--- src/ocp_cfg.svh ---
/*
 Holds the register map, field positions and reset values of the
 compare channel. Assumes inclusion by bare name from src/.
*/
`ifndef OCP_CFG_SVH
`define OCP_CFG_SVH

// ----------------------------------------
// Register byte offsets
// ----------------------------------------
`define OCP_OFS_CON1 12'h000
`define OCP_OFS_PRI 12'h004
`define OCP_OFS_SEC 12'h008
`define OCP_OFS_PER 12'h00C
`define OCP_OFS_CON2 12'h010
`define OCP_OFS_STAT 12'h014

// ----------------------------------------
// Control one fields
// ----------------------------------------
`define OCP_B_IDLE 13
`define OCP_F_TSEL 12:10
`define OCP_F_FEN 9:7
`define OCP_F_FLT 6:4
`define OCP_B_TRMD 3
`define OCP_F_MODE 2:0
`define OCP_CON1_MASK 16'h3FFF

// ----------------------------------------
// Control two fields
// ----------------------------------------
`define OCP_B_FEXIT 15
`define OCP_B_FLVL 14
`define OCP_B_INV 12
`define OCP_B_TRIG 7
`define OCP_B_TRUN 6
`define OCP_F_SYNC 4:0
`define OCP_CON2_MASK 16'hD0DF
`define OCP_CON2_RST 16'h000C
`define OCP_SYNC_SELF 5'h1F

`endif

--- src/ocp_pkg.sv ---
/*
 Holds the types of the compare channel.
 Assumes nothing of its surroundings.
*/
package ocp_pkg;

	// Output mode codes
	typedef enum logic [2:0]
	{
		OCP_OFF    = 3'h0,
		OCP_SS_LO  = 3'h1,
		OCP_SS_HI  = 3'h2,
		OCP_TOGGLE = 3'h3,
		OCP_DC_SS  = 3'h4,
		OCP_DC_RUN = 3'h5,
		OCP_PWM_E  = 3'h6,
		OCP_PWM_C  = 3'h7
	} ocp_mode_e;

	// One 16-bit data word
	typedef logic [15:0] ocp_word_t;

endpackage : ocp_pkg

--- src/ocp_channel.sv ---
/*
 Holds one output compare / PWM channel with an APB register slave.
 Assumes time base ticks and idle from logic on clk; fault pins and
 comparator outputs arrive asynchronously.
*/
// Implementation choices: the APB register port and the register offsets.
`timescale 1ns/1ps
`default_nettype none
`include "ocp_cfg.svh"

// What this block does
// (RULE_01) PWM compares use hidden shadow copies
// (RULE_02) PWM period is period value plus one
// (RULE_03) Duty copies latch only at period end
// (RULE_04) All zero values keep output low
// (RULE_05) Secondary above period keeps output high
// (RULE_06) Software selects self sync, synchronous mode
// (RULE_07) Timer prescaler tick clocks the counter
// (RULE_08) Idle-stop bit halts channel in idle
// (RULE_09) Time base code picks clock source
// (RULE_10) Three enable bits arm fault inputs
// (RULE_11) Enabled faults set sticky status flags
// (RULE_12) Fault bits act only in PWM
// (RULE_13) Comparator fault chosen by channel group
// (RULE_14) Trigger flag cleared by match optionally
// (RULE_15) Code 111 centre, 110 edge PWM
// (RULE_16) Code 101 toggles on alternating matches
// (RULE_17) Code 100 makes one single pulse
// (RULE_18) Code 011 toggles on every primary match
// (RULE_19) Codes 010/001 start high/low, then flip
// (RULE_20) Code 000 disables the channel
// (RULE_21) Fault ends at new period, policy
// (RULE_22) Fault drives output to fault level
// (RULE_23) Invert bit inverts the output
// (RULE_24) Edge PWM high at start, low at duty
module ocp_channel
	import ocp_pkg::*;
#(
	parameter int CHANNEL_INDEX = 1
)
(
	input  wire logic        clk,
	input  wire logic        rst,
	input  wire logic        clkEn,
	input  wire logic        psel,
	input  wire logic        penable,
	input  wire logic        pwrite,
	input  wire logic [11:0] paddr,
	input  wire logic [31:0] pwdata,
	output var  logic [31:0] prdata,
	output var  logic        pready,
	output var  logic        pslverr,
	input  wire logic [4:0]  timeBaseTick,
	input  wire logic        cpuIdle,
	input  wire logic [2:0]  comparatorOut,
	input  wire logic        faultPinA,
	input  wire logic        faultPinB,
	output var  logic        channelOutputPin
);

	// ----------------------------------------
	// Declarations
	// ----------------------------------------
	localparam int CMP_IDX = (CHANNEL_INDEX - 1) / 3; // Group
	ocp_word_t   con1_r;     // Control one
	ocp_word_t   con2_r;     // Control two
	ocp_word_t   pri_r;      // Primary compare value
	ocp_word_t   sec_r;      // Secondary compare value
	ocp_word_t   per_r;      // Timer period value
	ocp_word_t   priSh_r;    // Shadow copies
	ocp_word_t   secSh_r;
	ocp_word_t   perSh_r;
	ocp_word_t   cnt_r;      // Channel internal counter
	logic        out_r;      // Compare output state
	logic        phase_r;    // Waiting for secondary match
	logic        done_r;     // Single pulse finished
	logic        fault_r;    // Fault state
	logic [4:0]  syncA_r;    // Synchroniser stages
	logic [4:0]  syncB_r;
	logic [31:0] rdata;
	logic        hit;
	logic        wrEn;
	ocp_mode_e   mode;
	logic        pwm;
	logic        tick;
	logic        run;
	logic        step;
	logic        hold;
	logic        selfSync;
	logic        perEnd;
	logic        matchP;
	logic        matchS;
	logic [2:0]  faultSrc;
	logic [2:0]  fltSet;
	logic        pwmOn;

	// ----------------------------------------
	// APB slave
	// ----------------------------------------
	// Answer one cycle after setup; clkEn low stalls the bus too
	always_ff @(posedge clk)
	begin
		if (rst)
		begin
			pready  <= 1'b0;
			pslverr <= 1'b0;
			prdata  <= 32'h0000_0000;
		end
		else if (clkEn)
		begin
			pready  <= psel && !penable;
			pslverr <= psel && !penable && !hit;
			prdata  <= rdata;
		end
	end

	// Read mux; unmapped offsets read zero and flag an error
	always_comb
	begin
		hit   = 1'b1;
		rdata = 32'h0000_0000;
		unique case (paddr)
			`OCP_OFS_CON1: rdata[15:0] = con1_r;
			`OCP_OFS_PRI:  rdata[15:0] = pri_r;
			`OCP_OFS_SEC:  rdata[15:0] = sec_r;
			`OCP_OFS_PER:  rdata[15:0] = per_r;
			`OCP_OFS_CON2: rdata[15:0] = con2_r;
			`OCP_OFS_STAT: rdata[17:0] = {fault_r, channelOutputPin, cnt_r};
			default:       hit = 1'b0;
		endcase
	end

	// Write strobe at the completing access edge only
	assign wrEn = psel && penable && pready && pwrite && clkEn;

	// ----------------------------------------
	// Data registers
	// ----------------------------------------
	// Software may write these at any time
	always_ff @(posedge clk)
	begin
		if (rst)
		begin
			pri_r <= 16'h0000;
			sec_r <= 16'h0000;
			per_r <= 16'h0000;
		end
		else if (wrEn)
		begin
			if (paddr == `OCP_OFS_PRI)
				pri_r <= pwdata[15:0];
			if (paddr == `OCP_OFS_SEC)
				sec_r <= pwdata[15:0];
			if (paddr == `OCP_OFS_PER)
				per_r <= pwdata[15:0];
		end
	end

	// ----------------------------------------
	// Control registers
	// ----------------------------------------
	assign mode = ocp_mode_e'(con1_r[`OCP_F_MODE]);
	assign pwm  = (mode == OCP_PWM_E) || (mode == OCP_PWM_C);

	// Fault flags are sticky; a hardware set beats a software clear
	always_ff @(posedge clk)
	begin
		if (rst)
			con1_r <= 16'h0000;
		else if (clkEn)
		begin
			if (wrEn && paddr == `OCP_OFS_CON1)
				con1_r <= pwdata[15:0] & `OCP_CON1_MASK;
			con1_r[`OCP_F_FLT] <= fltSet | ((wrEn && paddr == `OCP_OFS_CON1) ?
				pwdata[6:4] : con1_r[`OCP_F_FLT]); // see RULE_11
		end
	end

	// Trigger running flag: match clear is optional, software wins
	always_ff @(posedge clk)
	begin
		if (rst)
			con2_r <= `OCP_CON2_RST;
		else if (clkEn)
		begin
			if (con1_r[`OCP_B_TRMD] && matchS)
				con2_r[`OCP_B_TRUN] <= 1'b0; // see RULE_14
			if (wrEn && paddr == `OCP_OFS_CON2)
				con2_r <= pwdata[15:0] & `OCP_CON2_MASK;
		end
	end

	// ----------------------------------------
	// Fault input synchroniser
	// ----------------------------------------
	// Two stages; only the second stage is read by logic
	always_ff @(posedge clk)
	begin
		if (rst)
		begin
			syncA_r <= 5'h00;
			syncB_r <= 5'h00;
		end
		else if (clkEn)
		begin
			syncA_r <= {faultPinB, faultPinA, comparatorOut};
			syncB_r <= syncA_r;
		end
	end

	// Comparator picked by channel group of three
	assign faultSrc = {syncB_r[CMP_IDX], syncB_r[4], syncB_r[3]}; // see RULE_13

	// Armed sources set flags in PWM modes only
	assign fltSet = {3{pwm}} & con1_r[`OCP_F_FEN] & faultSrc; // see RULE_10 RULE_12

	// ----------------------------------------
	// Time base
	// ----------------------------------------
	// Codes 0 to 4 take prescaler outputs, code 7 ticks every clock; never counter outputs
	always_comb
	begin
		unique case (con1_r[`OCP_F_TSEL])
			3'h7:       tick = 1'b1;            // see RULE_09
			3'h4:       tick = timeBaseTick[0]; // see RULE_07
			3'h3:       tick = timeBaseTick[4];
			3'h2:       tick = timeBaseTick[3];
			3'h1:       tick = timeBaseTick[2];
			3'h0:       tick = timeBaseTick[1];
			3'h5, 3'h6: tick = 1'b0;            // Reserved: no clock
		endcase
	end

	// Idle-stop halts everything that counts
	assign run      = clkEn && !(con1_r[`OCP_B_IDLE] && cpuIdle); // see RULE_08
	assign step     = run && tick && (mode != OCP_OFF);
	assign selfSync = (con2_r[`OCP_F_SYNC] == `OCP_SYNC_SELF) && !con2_r[`OCP_B_TRIG];
	assign hold     = con2_r[`OCP_B_TRIG] && !con2_r[`OCP_B_TRUN];
	assign matchP   = step && (cnt_r == pri_r);
	assign matchS   = step && (cnt_r == sec_r);

	// PWM always wraps on the shadow period; compare wraps if self-synced
	assign perEnd = step && (pwm ? (cnt_r == perSh_r) // see RULE_02
		: (selfSync && cnt_r == per_r)); // see RULE_06

	// Counter: held clear when disabled or awaiting a trigger
	always_ff @(posedge clk)
	begin
		if (rst)
			cnt_r <= 16'h0000;
		else if (clkEn && (mode == OCP_OFF || hold))
			cnt_r <= 16'h0000; // see RULE_20
		else if (step)
			cnt_r <= perEnd ? 16'h0000 : cnt_r + 16'h0001;
	end

	// ----------------------------------------
	// Shadow copies
	// ----------------------------------------
	// Outside PWM they track live values, so PWM starts coherent
	always_ff @(posedge clk)
	begin
		if (rst)
		begin
			priSh_r <= 16'h0000;
			secSh_r <= 16'h0000;
			perSh_r <= 16'h0000;
		end
		else if (clkEn && (!pwm || perEnd))
		begin
			priSh_r <= pri_r; // see RULE_01 RULE_03
			secSh_r <= sec_r;
			perSh_r <= per_r;
		end
	end

	// ----------------------------------------
	// Compare modes
	// ----------------------------------------
	// Writing control one re-arms the initial level and single shots
	always_ff @(posedge clk)
	begin
		if (rst)
		begin
			out_r   <= 1'b0;
			phase_r <= 1'b0;
			done_r  <= 1'b0;
		end
		else if (clkEn && wrEn && paddr == `OCP_OFS_CON1)
		begin
			out_r   <= (pwdata[2:0] == OCP_SS_HI); // see RULE_19
			phase_r <= 1'b0;
			done_r  <= 1'b0;
		end
		else if (clkEn)
		begin
			unique case (mode)
				OCP_OFF:
					out_r <= 1'b0;
				OCP_SS_LO:
					if (matchP)
						out_r <= 1'b1; // see RULE_19
				OCP_SS_HI:
					if (matchP)
						out_r <= 1'b0; // see RULE_19
				OCP_TOGGLE:
					if (matchP)
						out_r <= !out_r; // see RULE_18
				OCP_DC_SS, OCP_DC_RUN:
					if (!done_r && !phase_r && matchP)
					begin
						out_r   <= 1'b1;
						phase_r <= 1'b1;
					end
					else if (!done_r && phase_r && matchS)
					begin
						out_r   <= 1'b0; // see RULE_16 RULE_17
						phase_r <= 1'b0;
						done_r  <= (mode == OCP_DC_SS);
					end
				OCP_PWM_E, OCP_PWM_C:
					out_r <= 1'b0;
			endcase
		end
	end

	// ----------------------------------------
	// PWM and fault
	// ----------------------------------------
	// Edge: high from period start until duty; centre: between values
	always_comb
	begin
		if (secSh_r > perSh_r)
			pwmOn = 1'b1; // see RULE_05
		else if (mode == OCP_PWM_E)
			pwmOn = cnt_r < secSh_r; // see RULE_24 RULE_04
		else
			pwmOn = (cnt_r >= priSh_r) && (cnt_r < secSh_r); // see RULE_15
	end

	// Fault exits at a period start once no source is active and, if FEXIT is set, the enabled flags are cleared; at once outside PWM
	always_ff @(posedge clk)
	begin
		if (rst)
			fault_r <= 1'b0;
		else if (clkEn)
		begin
			if (!pwm)
				fault_r <= 1'b0;
			else if (|fltSet)
				fault_r <= 1'b1;
			else if (perEnd && (!con2_r[`OCP_B_FEXIT]
				|| !(|(con1_r[`OCP_F_FEN] & con1_r[`OCP_F_FLT]))))
				fault_r <= 1'b0; // see RULE_21
		end
	end

	// Registered pin; invert applies last in every mode
	always_ff @(posedge clk)
	begin
		if (rst)
			channelOutputPin <= 1'b0;
		else if (clkEn)
			channelOutputPin <= con2_r[`OCP_B_INV] ^ (pwm ? (fault_r ? // see RULE_23
				con2_r[`OCP_B_FLVL] : pwmOn) : out_r); // see RULE_22
	end
endmodule : ocp_channel
`default_nettype wire

--- config.mk ---
export PLATFORM = sky130hd
export DESIGN_NAME = ocp_channel
export DESIGN_NICKNAME = d
export VERILOG_FILES = /design/src/ocp_pkg.sv /design/src/ocp_channel.sv
export VERILOG_INCLUDE_DIRS = /design/src /design/src/src
export SDC_FILE = /design/constraint.sdc
export NUM_CORES = 1
export LEC_CHECK = 0
export BUFFER_PORTS_ARGS = -buffer_cell sky130_fd_sc_hd__buf_4
export CAP_MARGIN = 20
export CELL_PAD_IN_SITES_DETAIL_PLACEMENT = 1
export CELL_PAD_IN_SITES_GLOBAL_PLACEMENT = 2
export CORE_ASPECT_RATIO = 0.75
export CORE_MARGIN = 5
export CORE_UTILIZATION = 25
export CTS_BUF_LIST = sky130_fd_sc_hd__clkbuf_16
export CTS_CLUSTER_DIAMETER = 200
export CTS_CLUSTER_SIZE = 12
export DETAILED_ROUTE_END_ITERATION = 12
export PLACE_DENSITY_LB_ADDON = 0.1
export SLEW_MARGIN = 20
export SYNTH_ARGS = -nofsm -noshare
export SYNTH_HDL_FRONTEND = slang
export SYNTH_SLANG_ARGS = --single-unit
--- constraint.sdc ---
create_clock -name clk -period 3.08 [get_ports clk]
set_input_delay 0.308 -clock clk [delete_from_list [all_inputs] [get_ports clk]]
set_output_delay 0.308 -clock clk [all_outputs]
set_load 0.1 [all_outputs]
======== Word-level counts from Yosys, hierarchy flattened ========
Index checks and enable logic that the tools add are counted.
storage, ports and cells
  bits in registers ....................... 171
  bits in latches ......................... 0
  memory bits (writable) .................. 0
  ROM bits ................................ 0
  input bits .............................. 61
  output and inout port bits .............. 35
  logic and storage cells ................. 154
  memories kept ........................... 0
cells by class
  add/subtract/negate cells ............... 1
  multipliers ............................. 0
  divide/modulo/power cells ............... 0
  order comparisons ....................... 3
  equality and inequality tests ........... 30
  shift operators ......................... 0
  multiplexer cells ....................... 24
  bitwise gates (word level) .............. 6
  reduce and logical (&&, ||, !) cells .... 69
operators by type and width
  cell                     number
  $pmux W16 S6             1
  $eq A16 B16 Y1           4
  $logic_and A1 B1 Y1      29
  $eq A12 B4 Y1 const B    2
  $eq A12 B5 Y1 const B    2
  $eq A3 B3 Y1 const B     8
  $mux W1                  17
  $add A16 B1 Y16 const B  1
  $ge A16 B16 Y1           1
  $gt A16 B16 Y1           1
  $lt A16 B16 Y1           1
  $mux W16                 1
  $eq A3 B2 Y1 const B     5
  $reduce_and A2 Y1        7
  $eq A12 B3 Y1 const B    1
  $logic_not A12 Y1        1
  $logic_not A1 Y1         11
  $and A3 B3 Y3            3
  $ne A3 B3 Y1 const B     3
  $reduce_or A3 Y1         3
  $reduce_or A2 Y1         4
  $mux W7                  1
  $pmux W1 S7              1
  $eq A3 B1 Y1 const B     2
  other kinds (17)         23

======== Logic depth before layout (Yosys ltp) ========
Gate-level depths: netlist of the first run.
  depth in word-level cells ............... 12
  gate-level depth with buffers ........... 9
  depth with buffers taken out ............ 8

======== Least setup slack after synthesis of the first run ========
OpenSTA, ideal clock, no wires.
  path kind ............................... flip-flop to flip-flop
  start point ............................. register cnt_r[0]
  end point ............................... register channelOutputPin
  library setup time ...................... 0.134 ns
  arrival ................................. 2.291 ns
  required time ........................... 2.946 ns
  setup slack ............................. 0.655 ns
  cell stages (with the launch flop) ...... 10
  buffers on the path ..................... 1
  clock period less this slack ............ 2.425 ns
  cells stage by stage .................... dfxtp_1 -> buf_2 -> inv_1 -> ha_1 -> nand2b_1 -> a2111o_1 -> a211o_1 -> o21bai_1 -> nor3_1 -> or4_1
between the ends
  word-level cells in the longest chain between the ends .. 7
  elaborated cells on any way between the ends .. 8
  those cells by class .................... order compare: 2; mux: 4; bitwise: 1; reduce/logical: 1
RTL lines
  what                                                     RTL line                                source
  start: declaration                                       ocp_channel.sv:73                       ocp_word_t cnt_r;
  start signal: assignment                                 ocp_channel.sv:254                      cnt_r <= perEnd ? 16'h0000 : cnt_r + 16'h0001;
  $ge A16 B16 Y1 / $lt A16 B16 Y1 (equally long branches)  ocp_channel.sv:338, ocp_channel.sv:336
  $logic_and A1 B1 Y1                                      ocp_channel.sv:338                      pwmOn = (cnt_r >= priSh_r) && (cnt_r < secSh_r);
  $mux W1 (*)                                              ocp_channel.sv:335                      else if (mode == OCP_PWM_E)
  $mux W1 (*)                                              ocp_channel.sv:333                      if (secSh_r > perSh_r)
  $mux W1 (*) (2 in a row)                                 ocp_channel.sv:364                      channelOutputPin <= con2_r[`OCP_B_INV] ^ (pwm ? (fault_r ?
  $xor A1 B1 Y1 (*)                                        ocp_channel.sv:364
  end signal: assignment                                   ocp_channel.sv:364
  end: declaration                                         ocp_channel.sv:58                       output var logic channelOutputPin
Mark *: on every way between the ends. The rest lies on a longest branch, timed or not.
A chain may end at the register's enable or synchronous reset.

======== Worst setup path in the final report of the first run ========
  start point ............................. register perSh_r[11]
  end point ............................... register channelOutputPin
between the ends
  word-level cells in the longest chain between the ends .. 5
RTL lines
  what                      RTL line            source
  start: declaration        ocp_channel.sv:72   ocp_word_t perSh_r;
  start signal: assignment  ocp_channel.sv:273  perSh_r <= per_r;
  $gt A16 B16 Y1            ocp_channel.sv:333
  $mux W1                   ocp_channel.sv:333
  $mux W1 (2 in a row)      ocp_channel.sv:364
  $xor A1 B1 Y1             ocp_channel.sv:364
Every way passes these cells.

==> summary.txt, run 1 <==
STA
  • Tightest Pin Transition: 0.802 ns
  • RSZ-0062 raised after global routing: false
  • Fin. max-slew vios: 0
  • Final hold viol count: 0
  • Final worst-path setup slack: 0.202 ns
  • Layout Skew: 0.0206 ns
  • Max Clk Rate: 347 MHz
  • Final setup violation count: 0
  • Post-route clock period utilization: 93.4%
  • Tmin final: 2.88 ns
  • Worst relative slew slack: 46.0%

Detailed routing
  • Starting DRT DRC Count: 754
  • Drt total wl: 49.1 mm
  • Via count: 10600
  • DR pass1 iterations: 6
  • Vias per Instance: 5.18
  • DRC Markers: 0
  • Routed Antenna Nets: 0
  • Routed len/inst: 24.0 um

Finish
  • Register area: 0.00334 sq mm
  • Nets: 1573
  • Layout cells sized above 1: 12.4%
  • P&R area growth vs syn: 17.9%
  • Multi-input combinational cell area: 0.00665 sq mm
  • Final instance area: 0.0127 sq mm
  • # fillers: 5088

Clocking
  • Clock Root Buffer: clkbuf_16
  • CTS tree: built
  • Clock Sinks: 167
  • Clk slew on worst S/H paths: 0.08 ns
  • Num CTS Buffers: 17
  • Htree depth: 4
  • CTS max path bufs: 2
  • Worst-Skew Late Latency: 0.46 ns

Global routing
  • Largest net degree at the start of global routing: 117
  • First-pass GRT wire length: 72.7 mm
  • GR Util All Layers: 20.3%
  • Grt ovf: 0
  • Vias in the first global route: 10600
  • Initial antenna violation count: 1

Synth
  • Post-synth top area share: 31.1%
  • Ranking of synthesized cells by area: dfxtp_1, nand2_1, o211ai_1
  • EDFF count, synth: 0
  • Yosys warns: 0
  • Primary FF master, synth: dfxtp_1
  • Post-synth ARST share: 0%
  • Mapped Cells: 1437
  • Yosys reg bits: 167
  • Avg Cell Area, Syn: 7.47 sq um
  • Synth area leader: dfxtp_1
  • Mapped Area: 0.0107 sq mm
  • Sequential fraction of the synthesis area: 31.1%
  • Yosys cell types: 65

Flow run
  • Max-cap violations: 0

Worst setup path
  • Worst path max stage delay: 0.50 ns
  • Critical path class: register to register
  • CP max-delay cell: or4_1
  • Startpoint types: register
  • Crit. End Element: register
  • Crit path DAT: 3.21 ns
  • Worst-path maximum fanout: 3
  • Worst Path Required: 3.41 ns
  • CP cell instances: inv_1, ha_1, nand4_1, nor4_4, a21boi_1, o32ai_1, o211a_1, or4_1

Die
  • Die width: 249 um
  • Starting density of the core: 25.4%
  • Area of the core: 0.0423 sq mm
  • Number of core rows: 65
  • IO Count: 96
  • Die height: 189 um
  • Die Area: 0.0472 sq mm

Power and ir drop
  • Total Power: 4.97 mW
  • P_leak: 4.45 nW
  • Power Density: 393 mW/mm^2
  • Worst IR drop on VDD: 0.395 mV

Place
  • DP HPWL: 35.3 mm
  • DP Area: 0.0120 sq mm
  • Pre-CTS setup slack: -0.376 ns
  • RD Place Congestion: 0.809
  • Buffers on Ports: 63

Min path
  • Hold Crit Class: input port to register

Status
  • Status: finished, final reports clean
==> synth_stat cells (all sizes together), types with 20 or more instances <==
cell and instances:
nand2 198, dfxtp 167, nor2 167, nor3 108, o211ai 98, a21oi 96
clkbuf 83, inv 56, buf 53, ha 48, or3 48, xor2 43
xnor2 35, mux2i 30, nand4 24, nor4 20
==> where the power goes <==
group          total (mW)  internal (mW)  switching [mW]  leakage (nW)
Combinational       0.424         0.0909           0.333          2.80
Sequential           2.18           2.17         0.00872          1.35
Clock                2.37           1.18            1.19         0.299
Total                4.97           3.45            1.53          4.45
==> stage by stage <==
stage	instances	util [%]	hold slack, ns	TNS (ns)
floorplan	1450	-	0.426	0
CTS	2046	29.9	0.0615	0
finish	2047	29.9	0.0815	0
global route	2046	29.9	0.0745	0
detailed placement	2014	28.4	0.466	-0.376
global placement	2014	28.4	0.459	-0.344
==> sequential cells by signal (all words and copies together), names as in the netlist, 3 cells and up <==
register / count
sec_r: 16
pri_r: 16
syncB_r: 3
secSh_r: 16
priSh_r: 16
prdata: 18
perSh_r: 16
per_r: 16
con2_r: 10
syncA_r: 3
con1_r: 14
cnt_r: 16
==> worst max-delay path: cells and delay by family (launching register included) <==
family	cells	cell delay [ns]
compound gates	3	0.77
fa+ha+maj	1	0.33
buf+inv	1	0.09
flops	1	0.36
simple gates	3	1.19
==> cell type report <==
| class | instances | share of cell area [%] |
|---|---|---|
| Sequential cell | 167 | 26.4 |
| Antenna cell | 1 | 0.0198 |
| Inverter | 56 | 1.66 |
| Clock inverter | 15 | 1.60 |
| Tap cell | 569 | 5.63 |
| Multi-Input combinational cell | 1091 | 52.6 |
| Clock buffer | 17 | 3.36 |
| Timing Repair Buffer | 131 | 8.75 |
==> repair_timing <==
item,in CTS,in global routing
pin swaps,0,1
setup endpoints to repair,1,1
resized for setup,3,0
buffers inserted,0,0
hold buffers,0,0
==> layout by cell type (no fill, tap or decap), types with 24 or more instances in the layout <==
| cell type | instances |
|---|---|
| or3_1 | 48 |
| xnor2_1 | 35 |
| dfxtp_1 | 167 |
| inv_1 | 56 |
| xor2_1 | 43 |
| nand2_1 | 197 |
| nor3_1 | 106 |
| a21oi_1 | 96 |
| buf_4 | 120 |
| nand4_1 | 24 |
| nor2_1 | 166 |
| ha_1 | 48 |
| o211ai_1 | 98 |
| mux2i_1 | 30 |
==> final timing paths <==
check                           slack (ns)                to              from  depth (start not counted)
worst min register to register        0.47        prdata[16]        prdata[16]                          2
worst min-delay path                  0.08        syncA_r[0]  comparatorOut[0]                          3
worst max register to register        0.20  channelOutputPin       perSh_r[11]                          8
worst max-delay path                  0.20  channelOutputPin       perSh_r[11]                          8
==> layer usage <==
layer  global-route usage, %  up-vias  share of wire [%]
li1                        -     5096                  -
met1                    30.6     5324                 52
met2                    31.2      166                 44
met3                    3.20       21                3.7
met4                    3.19        0               0.79
met5                       0        -                  0
==> logic make-up (layout without fill, tap and decap cells) <==
family / after synthesis / after routing / synth area share (%)
buffers and inverters: 192 / 219 / 7.69
multiplexers: 30 / 30 / 2.80
adder cells (fa/ha/maj): 48 / 48 / 5.59
AND/OR/NAND/NOR: 640 / 640 / 28.6
other: 1 / 15 / 0.0349
flip-flops: 167 / 167 / 31.1
XOR/XNOR: 78 / 78 / 6.36
AO/OA/AOI/OAI: 281 / 281 / 17.8
No activity file was read; power rests on OpenSTA's default activity.
==> run 2: changes to the inputs <==
- RECOVER_POWER: not set -> 100
==> run 2 against run 1 <==
Against the previous run:
- power fell by 0.24%
- highest routed layer unchanged
- routed wire length fell by 0.11%
- global-route usage did not move
- via count fell by 0.24%
- setup slack got worse by 0.0013 ns
- flip-flop and latch count did not move
- die area did not move
- the run now ends with max-capacitance violations, max-slew violations left
- non-clock buffer count did not move
- utilization fell by 0.34 points
- combinational power fell by 3%
==> summary.txt, run 2 (same netlist as run 1, synthesis figures left out) <==
Status
  • Status: finished, violations left
  • Failing checks: max-capacitance violations, max-slew violations

Power and ir drop
  • Flop pwr share: 43.9% (about the same)
  • P_leak: 4.32 nW (-2.9%)
  • P_int: 3.44 mW (-0.33%)
  • Switching power: 1.53 mW (about the same)
  • Combinational share of power: 8.3% (-0.2 points)
  • Power Density: 397 mW/mm^2 (+0.92%)
  • Worst IR drop on VDD: 0.398 mV (+0.87%)
  • Clock share of power: 47.8% (about the same)
  • Switching Share: 30.8% (+0.067 points)

STA
  • Max Clk Rate: 347 MHz (about the same)
  • Final hold viol count: 0 (unchanged)
  • Layout Skew: 0.0197 ns (-0.000946 ns)
  • Post-route clock period utilization: 93.5% (about the same)
  • Worst relative slew slack: -42.4% (-88 points)
  • RSZ-0062 raised after global routing: false
  • Tightest Pin Transition: 2.14 ns (+1.33 ns)
  • Fin. max-slew vios: 45 (+45)
  • Tmin final: 2.88 ns (+0.00132 ns)
  • Final setup violation count: 0 (unchanged)

Worst setup path
  • CP max-delay cell: dfxtp_1
  • Worst Path Required: 3.41 ns (about the same)
  • Worst path max stage delay: 0.66 ns (+0.16 ns)
  • CP cell instances: buf_4, ha_1, nand4_1, a2111oi_0, a211o_1, o21bai_1, o211a_1, or4_1
  • Worst-path maximum fanout: 5 (+2)
  • WP buf/inv: 1 (unchanged)
  • R2R Path Start: cnt_r[8]
  • Crit path max-delay family: compound AO/OA/AOI/OAI gates
  • Critical path class: register to register
  • Crit. End Element: register
  • CP startpoint: cnt_r[8]
  • Crit path DAT: 3.21 ns (about the same)
  • Startpoint types: register

Finish
  • Final instance area: 0.0125 sq mm (-1.1%)
  • # fillers: 5106 (+0.35%)
  • P&R area growth vs syn: 16.5%
  • Most common cell after layout, fill and taps aside: nand2_1
  • Nets: 1573 (unchanged)
  • Max reg flops: 18 (unchanged)
  • Most flops, register: prdata
  • Multi-input combinational cell area: 0.00663 sq mm (-0.40%)
  • Register area: 0.00334 sq mm (unchanged)
  • Most frequent cells in the layout: nand2_1, dfxtp_1, nor2_1
  • Util after Layout: 29.6% (-0.34 points)
  • Layout cells sized above 1: 10.2% (-2.2 points)

Clocking
  • Cts hold-fix bufs: 0 (unchanged)
  • Worst-Skew Late Latency: 0.46 ns (about the same)
  • Clock Root Buffer: clkbuf_16
  • Htree depth: 4 (unchanged)
  • Clock Sinks: 167 (unchanged)
  • CTS tree: built
  • Num CTS Buffers: 17 (unchanged)
  • Clk slew on worst S/H paths: 0.08 ns (about the same)
  • CTS max path bufs: 2 (unchanged)

Place
  • RD Place Congestion: 0.809 (unchanged)
  • DP Area: 0.0120 sq mm (unchanged)
  • DP HPWL: 35.3 mm (unchanged)
  • Buffers on Ports: 63 (unchanged)

Die
  • Number of core rows: 65 (unchanged)
  • Die width: 249 um (unchanged)
  • Area of the core: 0.0423 sq mm (unchanged)
  • Starting density of the core: 25.4% (unchanged)
  • Die Area: 0.0472 sq mm (unchanged)
  • Die height: 189 um (unchanged)
  • IO Count: 96 (unchanged)

Detailed routing
  • Via count: 10600 (-0.24%)
  • Vias per Instance: 5.17 (-0.24%)
  • Drt total wl: 49.1 mm (-0.11%)
  • Routed Antenna Nets: 0 (unchanged)
  • Routed len/inst: 24.0 um (-0.11%)
  • Starting DRT DRC Count: 704 (-6.6%)
  • DRC Markers: 0 (unchanged)
  • DR pass1 iterations: 6 (unchanged)

Global routing
  • Largest net degree at the start of global routing: 117 (unchanged)
  • GR Util All Layers: 20.3% (unchanged)
  • Initial antenna violation count: 1 (unchanged)
  • Grt ovf: 0 (unchanged)
  • Vias in the first global route: 10600 (unchanged)
  • First-pass GRT wire length: 72.7 mm (unchanged)

Min path
  • Min-delay src: comparatorOut[0]
  • Hold Crit Class: input port to register

Flow run
  • Max-cap violations: 1 (+1)
run 2: metrics by stage:
step                total power [mW]  instances  hold slack [ns]  setup TNS (ns)  setup WS (ns)
floorplan                       2.52       1450            0.426               0          0.655
detailed placement              2.65       2014            0.466          -0.376         -0.376
global route                    5.15       2046           0.0745               0         0.0158
CTS                             5.05       2046           0.0615               0          0.104
finish                          4.96       2047           0.0813               0          0.201
global placement                2.65       2014            0.459          -0.344         -0.344
run 2: tightest hold or removal path, stage by stage:
cell,delay [ns]
buf_4,0.08
mux2i_1,0.05
nor2_1,0.07
run 2: repair_timing:
action,CTS,global route
buffers inserted,0,0
pin swaps,0,1
gates resized for setup,3,0
setup endpoints to repair,1,1
run 2: layout make-up:
cell class / count / area share, %
antenna: 1 / 0.0200
clock buffer: 17 / 3.40
clock inverter: 15 / 1.62
inverter: 56 / 1.68
multi-input combinational: 1091 / 53.0
sequential: 167 / 26.7
tap: 569 / 5.69
timing repair buffer: 131 / 7.90
run 2: layer usage:
layer  GRT usage [%]  up-vias  share of wire (%)
li1                -     5096                  -
met1            30.6     5288                 52
met2            31.2      177                 44
met3            3.20       21                3.8
met4            3.19        0               0.79
met5               0        -                  0
run 2: final timing paths:
check                           cells past startpoint               end  slack [ns]
worst max-delay path                                8  channelOutputPin        0.20
worst min-delay path                                3        syncA_r[0]        0.08
worst max register to register                      8  channelOutputPin        0.20
worst min register to register                      2        prdata[16]        0.47
run 2: power by group through the flow:
stage               registers, mW  clock network [mW]  logic [mW]
finish                       2.18                2.37       0.412
global route                 2.18                2.54       0.431
CTS                          2.18                2.44       0.424
detailed placement           2.23                   0       0.423
global placement             2.23                   0       0.421
floorplan                    2.31                   0       0.214
